$ cat config.mk
export PLATFORM = sky130hd
export DESIGN_NAME = cgl_line_control
export DESIGN_NICKNAME = d
export VERILOG_FILES = /design/src/logic/cgl_pkg.sv /design/src/logic/cgl_line_control.sv
export SDC_FILE = /design/constraint.sdc
export NUM_CORES = 1
export LEC_CHECK = 0
export BUFFER_PORTS_ARGS = -buffer_cell sky130_fd_sc_hd__buf_2
export CORE_MARGIN = 1
export CORE_UTILIZATION = 55
export DETAILED_ROUTE_END_ITERATION = 10
export PLACE_DENSITY = 0.73
export SYNTH_ARGS = -nofsm -noshare
export SYNTH_HDL_FRONTEND = slang
export SYNTH_SLANG_ARGS = --single-unit
$ cat constraint.sdc
create_clock -name ref_clk -period 3.55 [get_ports ref_clk]
set_clock_uncertainty 0.05 [all_clocks]
set_input_delay 0.8875 -clock ref_clk [delete_from_list [all_inputs] [get_ports ref_clk]]
set_output_delay 0.8875 -clock ref_clk [all_outputs]
set_load 0.03 [all_outputs]
$ cat src/logic/cgl_pkg.sv
// Package for the camera I/O line control block: register map, fields, timing
package cgl_pkg;

    // Register addresses (word index on the plain register port)
    localparam logic [3:0] CGL_REG_LINE_SEL     = 4'h0;
    localparam logic [3:0] CGL_REG_DIRECTION    = 4'h1;
    localparam logic [3:0] CGL_REG_INVERT       = 4'h2;
    localparam logic [3:0] CGL_REG_LEVEL        = 4'h3;
    localparam logic [3:0] CGL_REG_LEVEL_ALL    = 4'h4;
    localparam logic [3:0] CGL_REG_FILTER_KIND  = 4'h5;
    localparam logic [3:0] CGL_REG_FILTER_SPAN  = 4'h6;
    localparam logic [3:0] CGL_REG_SOURCE       = 4'h7;
    localparam logic [3:0] CGL_REG_SOFT_IDX     = 4'h8;
    localparam logic [3:0] CGL_REG_SOFT_LEVEL   = 4'h9;
    localparam logic [3:0] CGL_REG_SOFT_ALL     = 4'ha;
    localparam logic [3:0] CGL_REG_CIRCUIT      = 4'hb;

    // Reset values
    localparam logic [15:0] CGL_SPAN_RST    = 16'h0000;
    localparam logic [3:0]  CGL_SOURCE_RST  = 4'h0;

    // Timing: one microsecond tick from the 125 MHz clock
    localparam int CGL_CLK_MHZ     = 125;
    localparam int CGL_TICK_US     = 1;
    localparam int CGL_TICK_CYCLES = CGL_CLK_MHZ * CGL_TICK_US;

    // Direction of a line
    typedef enum logic {CGL_DIR_IN, CGL_DIR_OUT} cgl_dir_t;

    // Filter kind selector
    typedef enum logic {CGL_FLT_DEGLITCH, CGL_FLT_DEBOUNCE} cgl_flt_t;

    // Output source choices; loopback codes select line 0..3
    localparam logic [3:0] CGL_SRC_LINE0    = 4'h0;
    localparam logic [3:0] CGL_SRC_LINE3    = 4'h3;
    localparam logic [3:0] CGL_SRC_SOFT0    = 4'h4;
    localparam logic [3:0] CGL_SRC_SOFT3    = 4'h7;
    localparam logic [3:0] CGL_SRC_COUNTER  = 4'h8;
    localparam logic [3:0] CGL_SRC_LOGIC    = 4'h9;
    localparam logic [3:0] CGL_SRC_EXPOSING = 4'ha;
    localparam logic [3:0] CGL_SRC_ARMED    = 4'hb;

    // Circuit type codes
    localparam logic [1:0] CGL_FMT_TRISTATE  = 2'h0;
    localparam logic [1:0] CGL_FMT_OPTO      = 2'h1;
    localparam logic [1:0] CGL_FMT_OPENDRAIN = 2'h2;

endpackage : cgl_pkg

$ cat src/logic/cgl_line_control.sv
// Four-line general purpose I/O control with filters and output source select
`timescale 1ns/1ps

module cgl_line_control
    import cgl_pkg::*;
#(
    parameter int NUM_LINES = 4,
    parameter int SPAN_W    = 16,
    parameter logic [7:0] CIRCUIT_TYPES = {CGL_FMT_TRISTATE, CGL_FMT_TRISTATE, CGL_FMT_OPENDRAIN, CGL_FMT_OPTO}
) (
    input  wire logic                 ref_clk,
    input  wire logic                 rstn,
    input  wire logic [3:0]           regAddr,
    input  wire logic [31:0]          regWdata,
    input  wire logic                 regWrite,
    input  wire logic                 regRead,
    output logic      [31:0]          regRdata,
    input  wire logic [NUM_LINES-1:0] linePinIn,
    output logic      [NUM_LINES-1:0] linePinOut,
    output logic      [NUM_LINES-1:0] linePinOe,
    input  wire logic                 counterActive,
    input  wire logic                 logicBlockOut,
    input  wire logic                 sensorExposing,
    input  wire logic                 frameTriggerArmed
);

    logic [1:0]           lineSel_r;
    logic [NUM_LINES-1:0] direction_r;
    logic [NUM_LINES-1:0] invert_r;
    logic                 fltKind_r;
    logic [SPAN_W-1:0]    glitchSpan_r [NUM_LINES];
    logic [SPAN_W-1:0]    bounceSpan_r [NUM_LINES];
    logic [3:0]           source_r [NUM_LINES];
    logic [1:0]           softIdx_r;
    logic [NUM_LINES-1:0] softOut_r;
    logic [NUM_LINES-1:0] level;
    logic [NUM_LINES-1:0] drive;
    logic [6:0]           tickCnt_r;
    logic                 usTick;

    // Write decode shorthand
    function automatic logic wrHit(input logic [3:0] a);
        return regWrite && (regAddr == a);
    endfunction : wrHit

    // Microsecond tick for the filter timers
    always_ff @(posedge ref_clk or negedge rstn) begin
        if (!rstn) begin
            tickCnt_r <= 7'h00;
        end else if (usTick) begin
            tickCnt_r <= 7'h00;
        end else begin
            tickCnt_r <= tickCnt_r + 7'h01;
        end
    end
    assign usTick = (tickCnt_r == 7'(CGL_TICK_CYCLES - 1));

    // Global selectors
    always_ff @(posedge ref_clk or negedge rstn) begin
        if (!rstn) begin
            lineSel_r <= 2'h0;
            fltKind_r <= 1'b0;
            softIdx_r <= 2'h0;
        end else begin
            if (wrHit(CGL_REG_LINE_SEL)) begin
                lineSel_r <= regWdata[1:0];
            end
            if (wrHit(CGL_REG_FILTER_KIND)) begin
                fltKind_r <= regWdata[0];
            end
            if (wrHit(CGL_REG_SOFT_IDX)) begin
                softIdx_r <= regWdata[1:0];
            end
        end
    end

    // Soft output bits, single or whole vector
    always_ff @(posedge ref_clk or negedge rstn) begin
        if (!rstn) begin
            softOut_r <= '0;
        end else if (wrHit(CGL_REG_SOFT_ALL)) begin
            softOut_r <= regWdata[NUM_LINES-1:0];
        end else if (wrHit(CGL_REG_SOFT_LEVEL)) begin
            softOut_r[softIdx_r] <= regWdata[0];
        end
    end

    genvar g;
    generate
        for (g = 0; g < NUM_LINES; g++) begin : gLine
            logic       sync1_r;
            logic       sync2_r;
            logic       glitchOut_r;
            logic       bounceOut_r;
            logic [SPAN_W-1:0] glitchCnt_r;
            logic [SPAN_W-1:0] bounceCnt_r;
            logic       polIn;
            logic       srcSel;

            // Per-line configuration
            always_ff @(posedge ref_clk or negedge rstn) begin
                if (!rstn) begin
                    direction_r[g]  <= 1'b0;
                    invert_r[g]     <= 1'b0;
                    glitchSpan_r[g] <= CGL_SPAN_RST;
                    bounceSpan_r[g] <= CGL_SPAN_RST;
                    source_r[g]     <= CGL_SOURCE_RST;
                end else if (regWrite && lineSel_r == 2'(g)) begin
                    if (regAddr == CGL_REG_DIRECTION) begin
                        direction_r[g] <= regWdata[0];
                    end else if (regAddr == CGL_REG_INVERT) begin
                        invert_r[g] <= regWdata[0];
                    end else if (regAddr == CGL_REG_FILTER_SPAN && fltKind_r == CGL_FLT_DEGLITCH) begin
                        glitchSpan_r[g] <= regWdata[SPAN_W-1:0];
                    end else if (regAddr == CGL_REG_FILTER_SPAN) begin
                        bounceSpan_r[g] <= regWdata[SPAN_W-1:0];
                    end else if (regAddr == CGL_REG_SOURCE) begin
                        source_r[g] <= regWdata[3:0];
                    end
                end
            end

            // Two-stage synchroniser
            always_ff @(posedge ref_clk or negedge rstn) begin
                if (!rstn) begin
                    sync1_r <= 1'b0;
                    sync2_r <= 1'b0;
                end else begin
                    sync1_r <= linePinIn[g];
                    sync2_r <= sync1_r;
                end
            end
            assign polIn = sync2_r ^ invert_r[g];

            // Deglitch: new level must persist a full width
            always_ff @(posedge ref_clk or negedge rstn) begin
                if (!rstn) begin
                    glitchOut_r <= 1'b0;
                    glitchCnt_r <= '0;
                end else if (polIn == glitchOut_r) begin
                    glitchCnt_r <= '0;
                end else if (glitchCnt_r >= glitchSpan_r[g]) begin
                    glitchOut_r <= polIn;
                    glitchCnt_r <= '0;
                end else if (usTick) begin
                    glitchCnt_r <= glitchCnt_r + SPAN_W'(1);
                end
            end

            // Debounce: first edge passes, then a lockout of the width
            always_ff @(posedge ref_clk or negedge rstn) begin
                if (!rstn) begin
                    bounceOut_r <= 1'b0;
                    bounceCnt_r <= '0;
                end else if (bounceCnt_r != '0) begin
                    if (usTick) begin
                        bounceCnt_r <= bounceCnt_r - SPAN_W'(1);
                    end
                end else if (glitchOut_r != bounceOut_r) begin
                    bounceOut_r <= glitchOut_r;
                    bounceCnt_r <= bounceSpan_r[g];
                end
            end

            // Output source mux
            always_comb begin
                if (source_r[g] <= CGL_SRC_LINE3) begin
                    srcSel = level[source_r[g][1:0]];
                end else if (source_r[g] <= CGL_SRC_SOFT3) begin
                    srcSel = softOut_r[source_r[g][1:0]];
                end else if (source_r[g] == CGL_SRC_COUNTER) begin
                    srcSel = counterActive;
                end else if (source_r[g] == CGL_SRC_LOGIC) begin
                    srcSel = logicBlockOut;
                end else if (source_r[g] == CGL_SRC_EXPOSING) begin
                    srcSel = sensorExposing;
                end else if (source_r[g] == CGL_SRC_ARMED) begin
                    srcSel = frameTriggerArmed;
                end else begin
                    srcSel = 1'b0;
                end
            end

            // Registered pin drive; level shows driven or filtered value
            always_ff @(posedge ref_clk or negedge rstn) begin
                if (!rstn) begin
                    drive[g] <= 1'b0;
                end else begin
                    drive[g] <= srcSel ^ invert_r[g];
                end
            end
            assign linePinOut[g] = drive[g];
            assign linePinOe[g]  = (direction_r[g] == CGL_DIR_OUT);
            assign level[g] = linePinOe[g] ? (drive[g] ^ invert_r[g]) : bounceOut_r;
        end
    endgenerate

    // Read port, data valid the cycle after the strobe
    always_ff @(posedge ref_clk or negedge rstn) begin
        if (!rstn) begin
            regRdata <= 32'h0000_0000;
        end else if (!regRead) begin
            regRdata <= 32'h0000_0000;
        end else if (regAddr == CGL_REG_LINE_SEL) begin
            regRdata <= {30'h0, lineSel_r};
        end else if (regAddr == CGL_REG_DIRECTION) begin
            regRdata <= {31'h0, direction_r[lineSel_r]};
        end else if (regAddr == CGL_REG_INVERT) begin
            regRdata <= {31'h0, invert_r[lineSel_r]};
        end else if (regAddr == CGL_REG_LEVEL) begin
            regRdata <= {31'h0, level[lineSel_r]};
        end else if (regAddr == CGL_REG_LEVEL_ALL) begin
            regRdata <= {28'h0, level};
        end else if (regAddr == CGL_REG_FILTER_KIND) begin
            regRdata <= {31'h0, fltKind_r};
        end else if (regAddr == CGL_REG_FILTER_SPAN) begin
            regRdata <= {16'h0, fltKind_r ? bounceSpan_r[lineSel_r] : glitchSpan_r[lineSel_r]};
        end else if (regAddr == CGL_REG_SOURCE) begin
            regRdata <= {28'h0, source_r[lineSel_r]};
        end else if (regAddr == CGL_REG_SOFT_IDX) begin
            regRdata <= {30'h0, softIdx_r};
        end else if (regAddr == CGL_REG_SOFT_LEVEL) begin
            regRdata <= {31'h0, softOut_r[softIdx_r]};
        end else if (regAddr == CGL_REG_SOFT_ALL) begin
            regRdata <= {28'h0, softOut_r};
        end else if (regAddr == CGL_REG_CIRCUIT) begin
            regRdata <= {30'h0, CIRCUIT_TYPES[lineSel_r*2 +: 2]};
        end else begin
            regRdata <= 32'h0000_0000;
        end
    end

    // Direction write on line 1 reaches its output enable next cycle
    dir_write_a: assert property (@(posedge ref_clk) disable iff (!rstn)
        regWrite && regAddr == CGL_REG_DIRECTION && lineSel_r == 2'h1 |=> linePinOe[1] == $past(regWdata[0]))
        else $error("direction write not seen on output enable");

    // Output enables move only on a direction write
    oe_hold_a: assert property (@(posedge ref_clk) disable iff (!rstn)
        !(regWrite && regAddr == CGL_REG_DIRECTION) |=> $stable(linePinOe))
        else $error("output enable moved without a write");

    // Level vector read returns levels sampled at the strobe
    level_all_a: assert property (@(posedge ref_clk) disable iff (!rstn)
        regRead && regAddr == CGL_REG_LEVEL_ALL |=> regRdata == {28'h0, $past(level)})
        else $error("level vector read mismatch");

    // Selected line readback returns that line's level
    level_sel_a: assert property (@(posedge ref_clk) disable iff (!rstn)
        regRead && regAddr == CGL_REG_LEVEL |=> regRdata == {31'h0, $past(level[lineSel_r])})
        else $error("selected level read mismatch");

    // Soft vector write lands in the soft outputs next cycle
    soft_all_a: assert property (@(posedge ref_clk) disable iff (!rstn)
        regWrite && regAddr == CGL_REG_SOFT_ALL |=> softOut_r == $past(regWdata[3:0]))
        else $error("soft vector write lost");

    // Single soft write touches the indexed bit
    soft_bit_a: assert property (@(posedge ref_clk) disable iff (!rstn)
        regWrite && regAddr == CGL_REG_SOFT_LEVEL |=> softOut_r[$past(softIdx_r)] == $past(regWdata[0]))
        else $error("soft bit write lost");

    // Soft outputs hold unless one of their two places is written
    soft_keep_a: assert property (@(posedge ref_clk) disable iff (!rstn)
        !(regWrite && (regAddr == CGL_REG_SOFT_LEVEL || regAddr == CGL_REG_SOFT_ALL)) |=> $stable(softOut_r))
        else $error("soft outputs moved without a write");

    // Tick period exact
    us_tick_a: assert property (@(posedge ref_clk) disable iff (!rstn)
        usTick |=> !usTick ##123 !usTick ##1 usTick) else $error("tick period wrong");

    // Tick counter never passes its wrap point
    tick_range_a: assert property (@(posedge ref_clk) disable iff (!rstn)
        tickCnt_r <= 7'(CGL_TICK_CYCLES - 1))
        else $error("tick counter out of range");

    // Loopback of line 0 onto line 1
    loop_src_a: assert property (@(posedge ref_clk) disable iff (!rstn)
        source_r[1] == CGL_SRC_LINE0 && !invert_r[1] |=> linePinOut[1] == $past(level[0]))
        else $error("loopback not driven");

    // Counter-active source on line 1
    counter_src_a: assert property (@(posedge ref_clk) disable iff (!rstn)
        source_r[1] == CGL_SRC_COUNTER && !invert_r[1] |=> linePinOut[1] == $past(counterActive))
        else $error("counter flag not driven");

    // Logic-block source on line 1
    logic_src_a: assert property (@(posedge ref_clk) disable iff (!rstn)
        source_r[1] == CGL_SRC_LOGIC && !invert_r[1] |=> linePinOut[1] == $past(logicBlockOut))
        else $error("logic block output not driven");

    // Exposing source on line 1
    expose_src_a: assert property (@(posedge ref_clk) disable iff (!rstn)
        source_r[1] == CGL_SRC_EXPOSING && !invert_r[1] |=> linePinOut[1] == $past(sensorExposing))
        else $error("exposing flag not driven");

    // Armed source routed with inversion off
    armed_src_a: assert property (@(posedge ref_clk) disable iff (!rstn)
        source_r[1] == CGL_SRC_ARMED && !invert_r[1] |=> linePinOut[1] == $past(frameTriggerArmed))
        else $error("armed flag not driven");

    // Inversion on line 1 output, taken with the source one cycle back
    invert_out_a: assert property (@(posedge ref_clk) disable iff (!rstn)
        source_r[1] == CGL_SRC_SOFT0 |=> linePinOut[1] == ($past(softOut_r[0]) ^ $past(invert_r[1])))
        else $error("output inversion wrong");

    // Second synchroniser stage carries the pin two cycles late
    sync_path_a: assert property (@(posedge ref_clk) disable iff (!rstn)
        gLine[0].sync2_r == $past(linePinIn[0], 2))
        else $error("synchroniser delay wrong");

    // Deglitch moves only to the held input once the width has run out
    deglitch_a: assert property (@(posedge ref_clk) disable iff (!rstn)
        $changed(gLine[2].glitchOut_r) |-> gLine[2].glitchOut_r == $past(gLine[2].polIn) &&
            $past(gLine[2].glitchCnt_r) >= $past(glitchSpan_r[2]))
        else $error("deglitch output not from held input");

    // Deglitch output holds while the input agrees with it
    glitch_hold_a: assert property (@(posedge ref_clk) disable iff (!rstn)
        gLine[2].polIn == gLine[2].glitchOut_r |=> $stable(gLine[2].glitchOut_r))
        else $error("deglitch output moved without cause");

    // Debounce moves only when lockout is clear
    debounce_a: assert property (@(posedge ref_clk) disable iff (!rstn)
        $changed(gLine[3].bounceOut_r) |-> $past(gLine[3].bounceCnt_r) == '0)
        else $error("debounce changed during lockout");

    // A passed edge loads the full lockout width
    bounce_lock_a: assert property (@(posedge ref_clk) disable iff (!rstn)
        $changed(gLine[3].bounceOut_r) |-> gLine[3].bounceCnt_r == $past(bounceSpan_r[3]))
        else $error("debounce lockout not loaded");

    // Circuit type read gives a defined code only
    circuit_ro_a: assert property (@(posedge ref_clk) disable iff (!rstn)
        regRead && regAddr == CGL_REG_CIRCUIT |=> regRdata[31:2] == 30'h0 && regRdata[1:0] != 2'h3)
        else $error("circuit type code undefined");

endmodule : cgl_line_control

After elaboration in Yosys (flattened, before gate mapping)
Index checks and enable logic that the tools add are counted.
Storage, ports and cells
  output and inout bits: 40
  word-level logic and storage cells: 316
  input bits: 48
  register bits: 348
Operators by class
  $lt $le $gt $ge: 20
  $add $sub $neg: 9
  equality and inequality tests: 43
  bitwise logic cells: 26
  multiplexer cells: 105
  reduce and logical (&&, ||, !) cells: 58
  shift operators: 1
Operators by type and width (count)
  16-bit two-way mux: 37
  4-bit == test, second input constant: 20
  16-bit by 1-bit adder with 16-bit output, second input constant: 4
  16-bit binary-select mux with 2-bit select: 2
  16-bit >= comparator: 4
  16-bit nonzero test: 4
  16-bit by 1-bit subtractor with 16-bit output, second input constant: 4
  1-bit two-way mux: 41
  4-bit two-way mux: 8
  2-bit AND reduction: 16
  1-bit binary-select mux with 2-bit select: 12
  6-bit AND reduction: 4
  5-bit AND reduction: 4
  2-bit by 3-bit less-than comparator with 1-bit output, second input constant: 6
  4-bit by 3-bit == test with 1-bit output, second input constant: 4
  4-bit by 2-bit less-or-equal comparator with 1-bit output, second input constant: 4
  4-bit by 3-bit less-or-equal comparator with 1-bit output, second input constant: 4
  4-bit AND reduction: 4
  1-bit NOT: 13
  3-bit AND reduction: 4
  3-bit nonzero test: 4
  1-bit XOR: 12
  1-bit logical AND: 11
  2-bit nonzero test: 5
  20 further kinds: 31

Depth between registers and ports, before layout
  word-level depth: 14
  mapped depth: 10
  depth with buffers taken out: 8

Worst setup path after synthesis
No wires, ideal clock.
  path kind: in2reg
  from: in regAddr[1]
  to: reg bounceSpan_r[37] (netlist name)
  path slack: 0.862 ns
  setup time: 0.125 ns
  data required time: 3.375 ns
  cell stages on the path: 7
  arrival time: 2.513 ns
  cells stage by stage: buf_2 nand2b_1 nor3_1 or3_1 clkbuf_1 buf_2 mux2_2
On the way
  cells in the longest elaborated chain, start to end: 4
RTL lines
  start: declaration: RTL line cgl_line_control.sv:13  | input wire logic [3:0] regAddr,
  4-bit by 3-bit == test with 1-bit output: RTL line cgl_line_control.sv:113, cgl_line_control.sv:115
  1-bit logical AND: RTL line cgl_line_control.sv:113  | end else if (regAddr == CGL_REG_FILTER_SPAN && fltKind_r == CGL_FLT_DEGLITCH) begin
  1-bit NOT (no line)
  5-bit AND reduction (no line) *
  end signal: indexed assignment: RTL line cgl_line_control.sv:116  | bounceSpan_r[g] <= regWdata[SPAN_W-1:0];
  end: declaration: RTL line cgl_line_control.sv:32  | logic [SPAN_W-1:0] bounceSpan_r [NUM_LINES];
Mark *: on every way between the ends. The rest lies on a longest branch, timed or not.
A chain may end at the register's enable or synchronous reset.

Worst setup path after layout
  from: reg gLine[2].bounceCnt_r[0]
  to: reg gLine[2].bounceCnt_r[12]
On the way
  cells in the longest elaborated chain, start to end: 3
RTL lines
  start: declaration: RTL line cgl_line_control.sv:96  | logic [SPAN_W-1:0] bounceCnt_r;
  start signal: assignment: RTL line cgl_line_control.sv:157  | bounceCnt_r <= bounceCnt_r - SPAN_W'(1);
  start signal: assignment: RTL line cgl_line_control.sv:161  | bounceCnt_r <= bounceSpan_r[g];
  16-bit by 1-bit subtractor with 16-bit output or 16-bit nonzero test (tied branches): RTL line cgl_line_control.sv:157, cgl_line_control.sv:155
  16-bit two-way mux (tied with other cells): RTL line cgl_line_control.sv:156  | if (usTick) begin
  16-bit two-way mux or 2-bit AND reduction (tied branches)
Several ways; a longest one is shown, not always the timed one. The select of a mux whose other input is x is not followed.

==> summary.md <==
| Metric | Value |
|---|---|
| Syn_area_per_cell | `about 10 sq um` |
| RSZ-0062 raised after global routing | `false` |
| CP Launch Point | `gLine[2].bounceCnt_r[0]$_DFFE_PN0P_` |
| All-layer global routing usage | `about 29%` |
| Commonest cells after routing, fill and taps aside | `330 x dfrtp_1, 175 x nand2_1, 159 x nor2_1, 120 x o21ai_0, 104 x mux2_2` |
| Chip height | `roughly 180 um` |
| Min-Delay Path Class | `primary input to asynchronous set/reset pin` |
| Via-to-Cell Ratio | `just over 6` |
| Setup TNS | `0 ps` |
| DR pass1 iterations | `5` |
| Root Driver | `clkbuf_16` |
| Htree depth | `2` |
| Area delta synth->final | `11.1%` |
| Setup-failing EPs final | `0` |
| Arr. time, crit path | `about 3200 ps` |
| Primary FF master, synth | `dfrtp_1` |
| Post-layout util | `62.7%` |
| Die area | `approximately 33000 sq um` |
| Grt total ovfl | `0` |
| CP Max Fanout | `15` |
| Post-CTS Setup Inserts | `0` |
| Routed Antenna Nets | `0` |
| Num CTS Buffers | `37` |
| Drt total wl | `46900 um` |
| Core ar. | `between 30000 and 40000 sq um` |
| Critical path data required time | `3930 ps` |
| Sw Share | `a little under 30%` |
| Warnings, synthesis | `0` |
| Fillers | `2616` |
| Peak VDD IR | `0.000375 V` |
| Nets | `1922` |
| Global-route wire length before repair | `roughly 75000 um` |
| Outcome | `finished clean` |
| Commonest non-fill, non-tap cell in the layout | `dfrtp_1` |
| CP max stage delay | `~640 ps` |
| Slew HR | `roughly 22%` |
| Type of origin of the critical path | `flop` |
| Resize count post-CTS | `0` |
| Clk sink count | `about 330` |
| Later-pin clock latency in the skew report | `around 530 ps` |
| Comb pwr share | `a little under a fifth` |
| Initial DRC Count | `1405` |
| DRC viols | `0` |
| Std-Cell Rows | `65` |
| Hold_buf cts | `0` |
| Slew Viols, Final | `0` |
| Critical Path Slowest Stage Cell | `or4b_2` |
| P_sw | `3.09 mW` |
| TritonCTS clock tree | `yes` |
| PortBufs | `between 50 and 60` |
| Fmax | `0.354 GHz` |
| Seq pwr share | `a little over two fifths` |
| Clock power frac | `37.5%` |
| Largest net degree at the start of global routing | `75` |
| Dpl ws | `approximately 450 ps` |
| Worst reg2reg path startpoint | `gLine[2].bounceCnt_r[0]$_DFFE_PN0P_` |
| Leakage | `roughly 9.5 nW` |
| Sequential area share after synthesis | `about 46%` |
| WL per Instance | `~21 um` |
| Setup CP Type | `flop to flop` |
| Initial antenna violation count | `0` |
| RePlAce Congestion | `~0.92` |
| Synth Cell Area | `roughly 18000 sq um` |
| Dpl hpwl | `roughly 34000 um` |
| Tightest Pin Transition | `around 1200 ps` |
| Via count | `between 10000 and 15000` |
| CP endpoint kind | `flop` |
| Pwr Total | `just over 10 mW` |
| MaxCap Viol Count | `0` |
| Starting Density | `a little under three fifths` |
| Layout cells sized above 1 | `a little under a fifth` |
| Final hold viol count | `0` |
| Top-Level Pins | `88` |
| #FFs+latches synth | `approximately 330` |
| Vias in the first global route | `13600` |
| Final min period | `2820 ps` |
| Post-Syn Instances | `roughly 1700` |
| CP Cell Sequence | `inv_1 -> ha_1 -> or4b_2 -> nor2_1 -> and2_1 -> a211oi_1 -> a311oi_1` |
| Clock slew at reported path FFs | `approximately 60 ps` |
| Post-synth EDFFs | `0` |
| Final worst path period share | `just under 80%` |
| Synth unique cells | `73` |
| Chip Width | `183 um` |
| Pwr dens | `roughly 520 nW/um^2` |
| Final setup margin | `around 730 ps` |
| Async SR Flop Fraction | `between 90% and 100%` |
| Int Power | `7.31 mW` |
| Clk buf depth | `3` |
-- critical path: cells and delay by family, from the launching register on --
kind	cells	cell delay, ps
AO/OA/AOI/OAI	2	410
adder cells (fa/ha/maj)	1	160
buffers and inverters	1	100
flip-flops	1	420
AND/OR/NAND/NOR	3	1580
-- per-layer routing --
layer  part of all wire [%]  vias to the layer above  GRT usage [%]
li1                       -                     6294              -
met1                     42                     6847           40.0
met2                     47                      572           46.4
met3                    6.7                       99           3.51
met4                    3.6                        0           10.8
met5                      0                        -              0
-- metrics by stage --
stage | std cells | hold slack [ps] | cell area (sq um)
after CTS | 2258 | 296 | 20000
after floorplan | 1756 | 281 | 18000
final | 2259 | 287 | 20000
after global placement | 2192 | 281 | 18800
after global routing | 2258 | 303 | 20000
after detailed placement | 2192 | 287 | 18800
-- flip-flops by register name, indices dropped and copies added (netlist names), 7 cells and up --
register / count
bounceSpan_r: 64
glitchSpan_r: 64
tickCnt_r: 7
regRdata: 16
gLine.bounceCnt_r: 64
gLine.glitchCnt_r: 64
source_r: 16
-- synth_stat cells, types with 17 or more instances --
cell,count,share of area [%]
mux4_2,48,6.0
nor4_1,22,0.77
nor3_1,34,0.95
xnor2_1,30,1.5
nand3_1,49,1.4
buf_4,17,0.71
mux2_2,104,6.5
clkbuf_1,48,1.0
nand2_1,175,3.7
dfrtp_1,332,46
a21oi_1,80,2.2
o21ai_0,120,3.3
and3_1,17,0.59
mux2i_1,32,1.8
inv_1,90,1.9
nor2_1,163,3.4
xor2_1,59,2.9
ha_1,78,5.4
nand4_1,26,0.90
-- final timing paths --
path                                                        end  slack, ps  cells past startpoint
max                        gLine[2].bounceCnt_r[12]$_DFFE_PN0P_        730                      7
min                         gLine[1].bounceCnt_r[3]$_DFFE_PN0P_        290                      1
max reg2reg                gLine[2].bounceCnt_r[12]$_DFFE_PN0P_        730                      7
min reg2reg                          gLine[0].sync2_r$_DFF_PN0_        300                      0
max in group asynchronous   gLine[3].glitchCnt_r[4]$_DFFE_PN0P_       2340                      2
min in group ref_clk                 gLine[0].sync2_r$_DFF_PN0_        300                      0
-- cell families after synthesis --
logic type / Yosys count / synth area share [%]
compound gates: 313 / 10.5
xor+xnor: 89 / 4.33
fa+ha+maj: 78 / 5.43
buf+inv: 180 / 4.29
flops: 332 / 46.2
mux: 185 / 14.4
other cells: 1 / 0.0209
simple gates: 563 / 14.8
-- layout make-up --
cell class	instances	area, sq um	share of cell area [%]
inverters	90	338	1.69
flip-flops and latches	332	8310	41.6
clock buffers	52	1070	5.36
repair buffers	91	581	2.90
diodes	1	2.50	0.0125
multi-input cells	1244	8980	44.9
well taps	435	544	2.72
clock inverters	14	159	0.795
-- power groups by stage --
stage               clock [mW]  sequential (mW)  combinational, mW
finish                    3.89             4.54               1.96
floorplan                    0             4.47               1.34
CTS                       3.95             4.53               1.95
detailed placement           0             4.59               1.94
global placement             0             4.57               1.87
global route              4.09             4.58               2.13
Note: power is estimated with default switching activity, not from simulation.
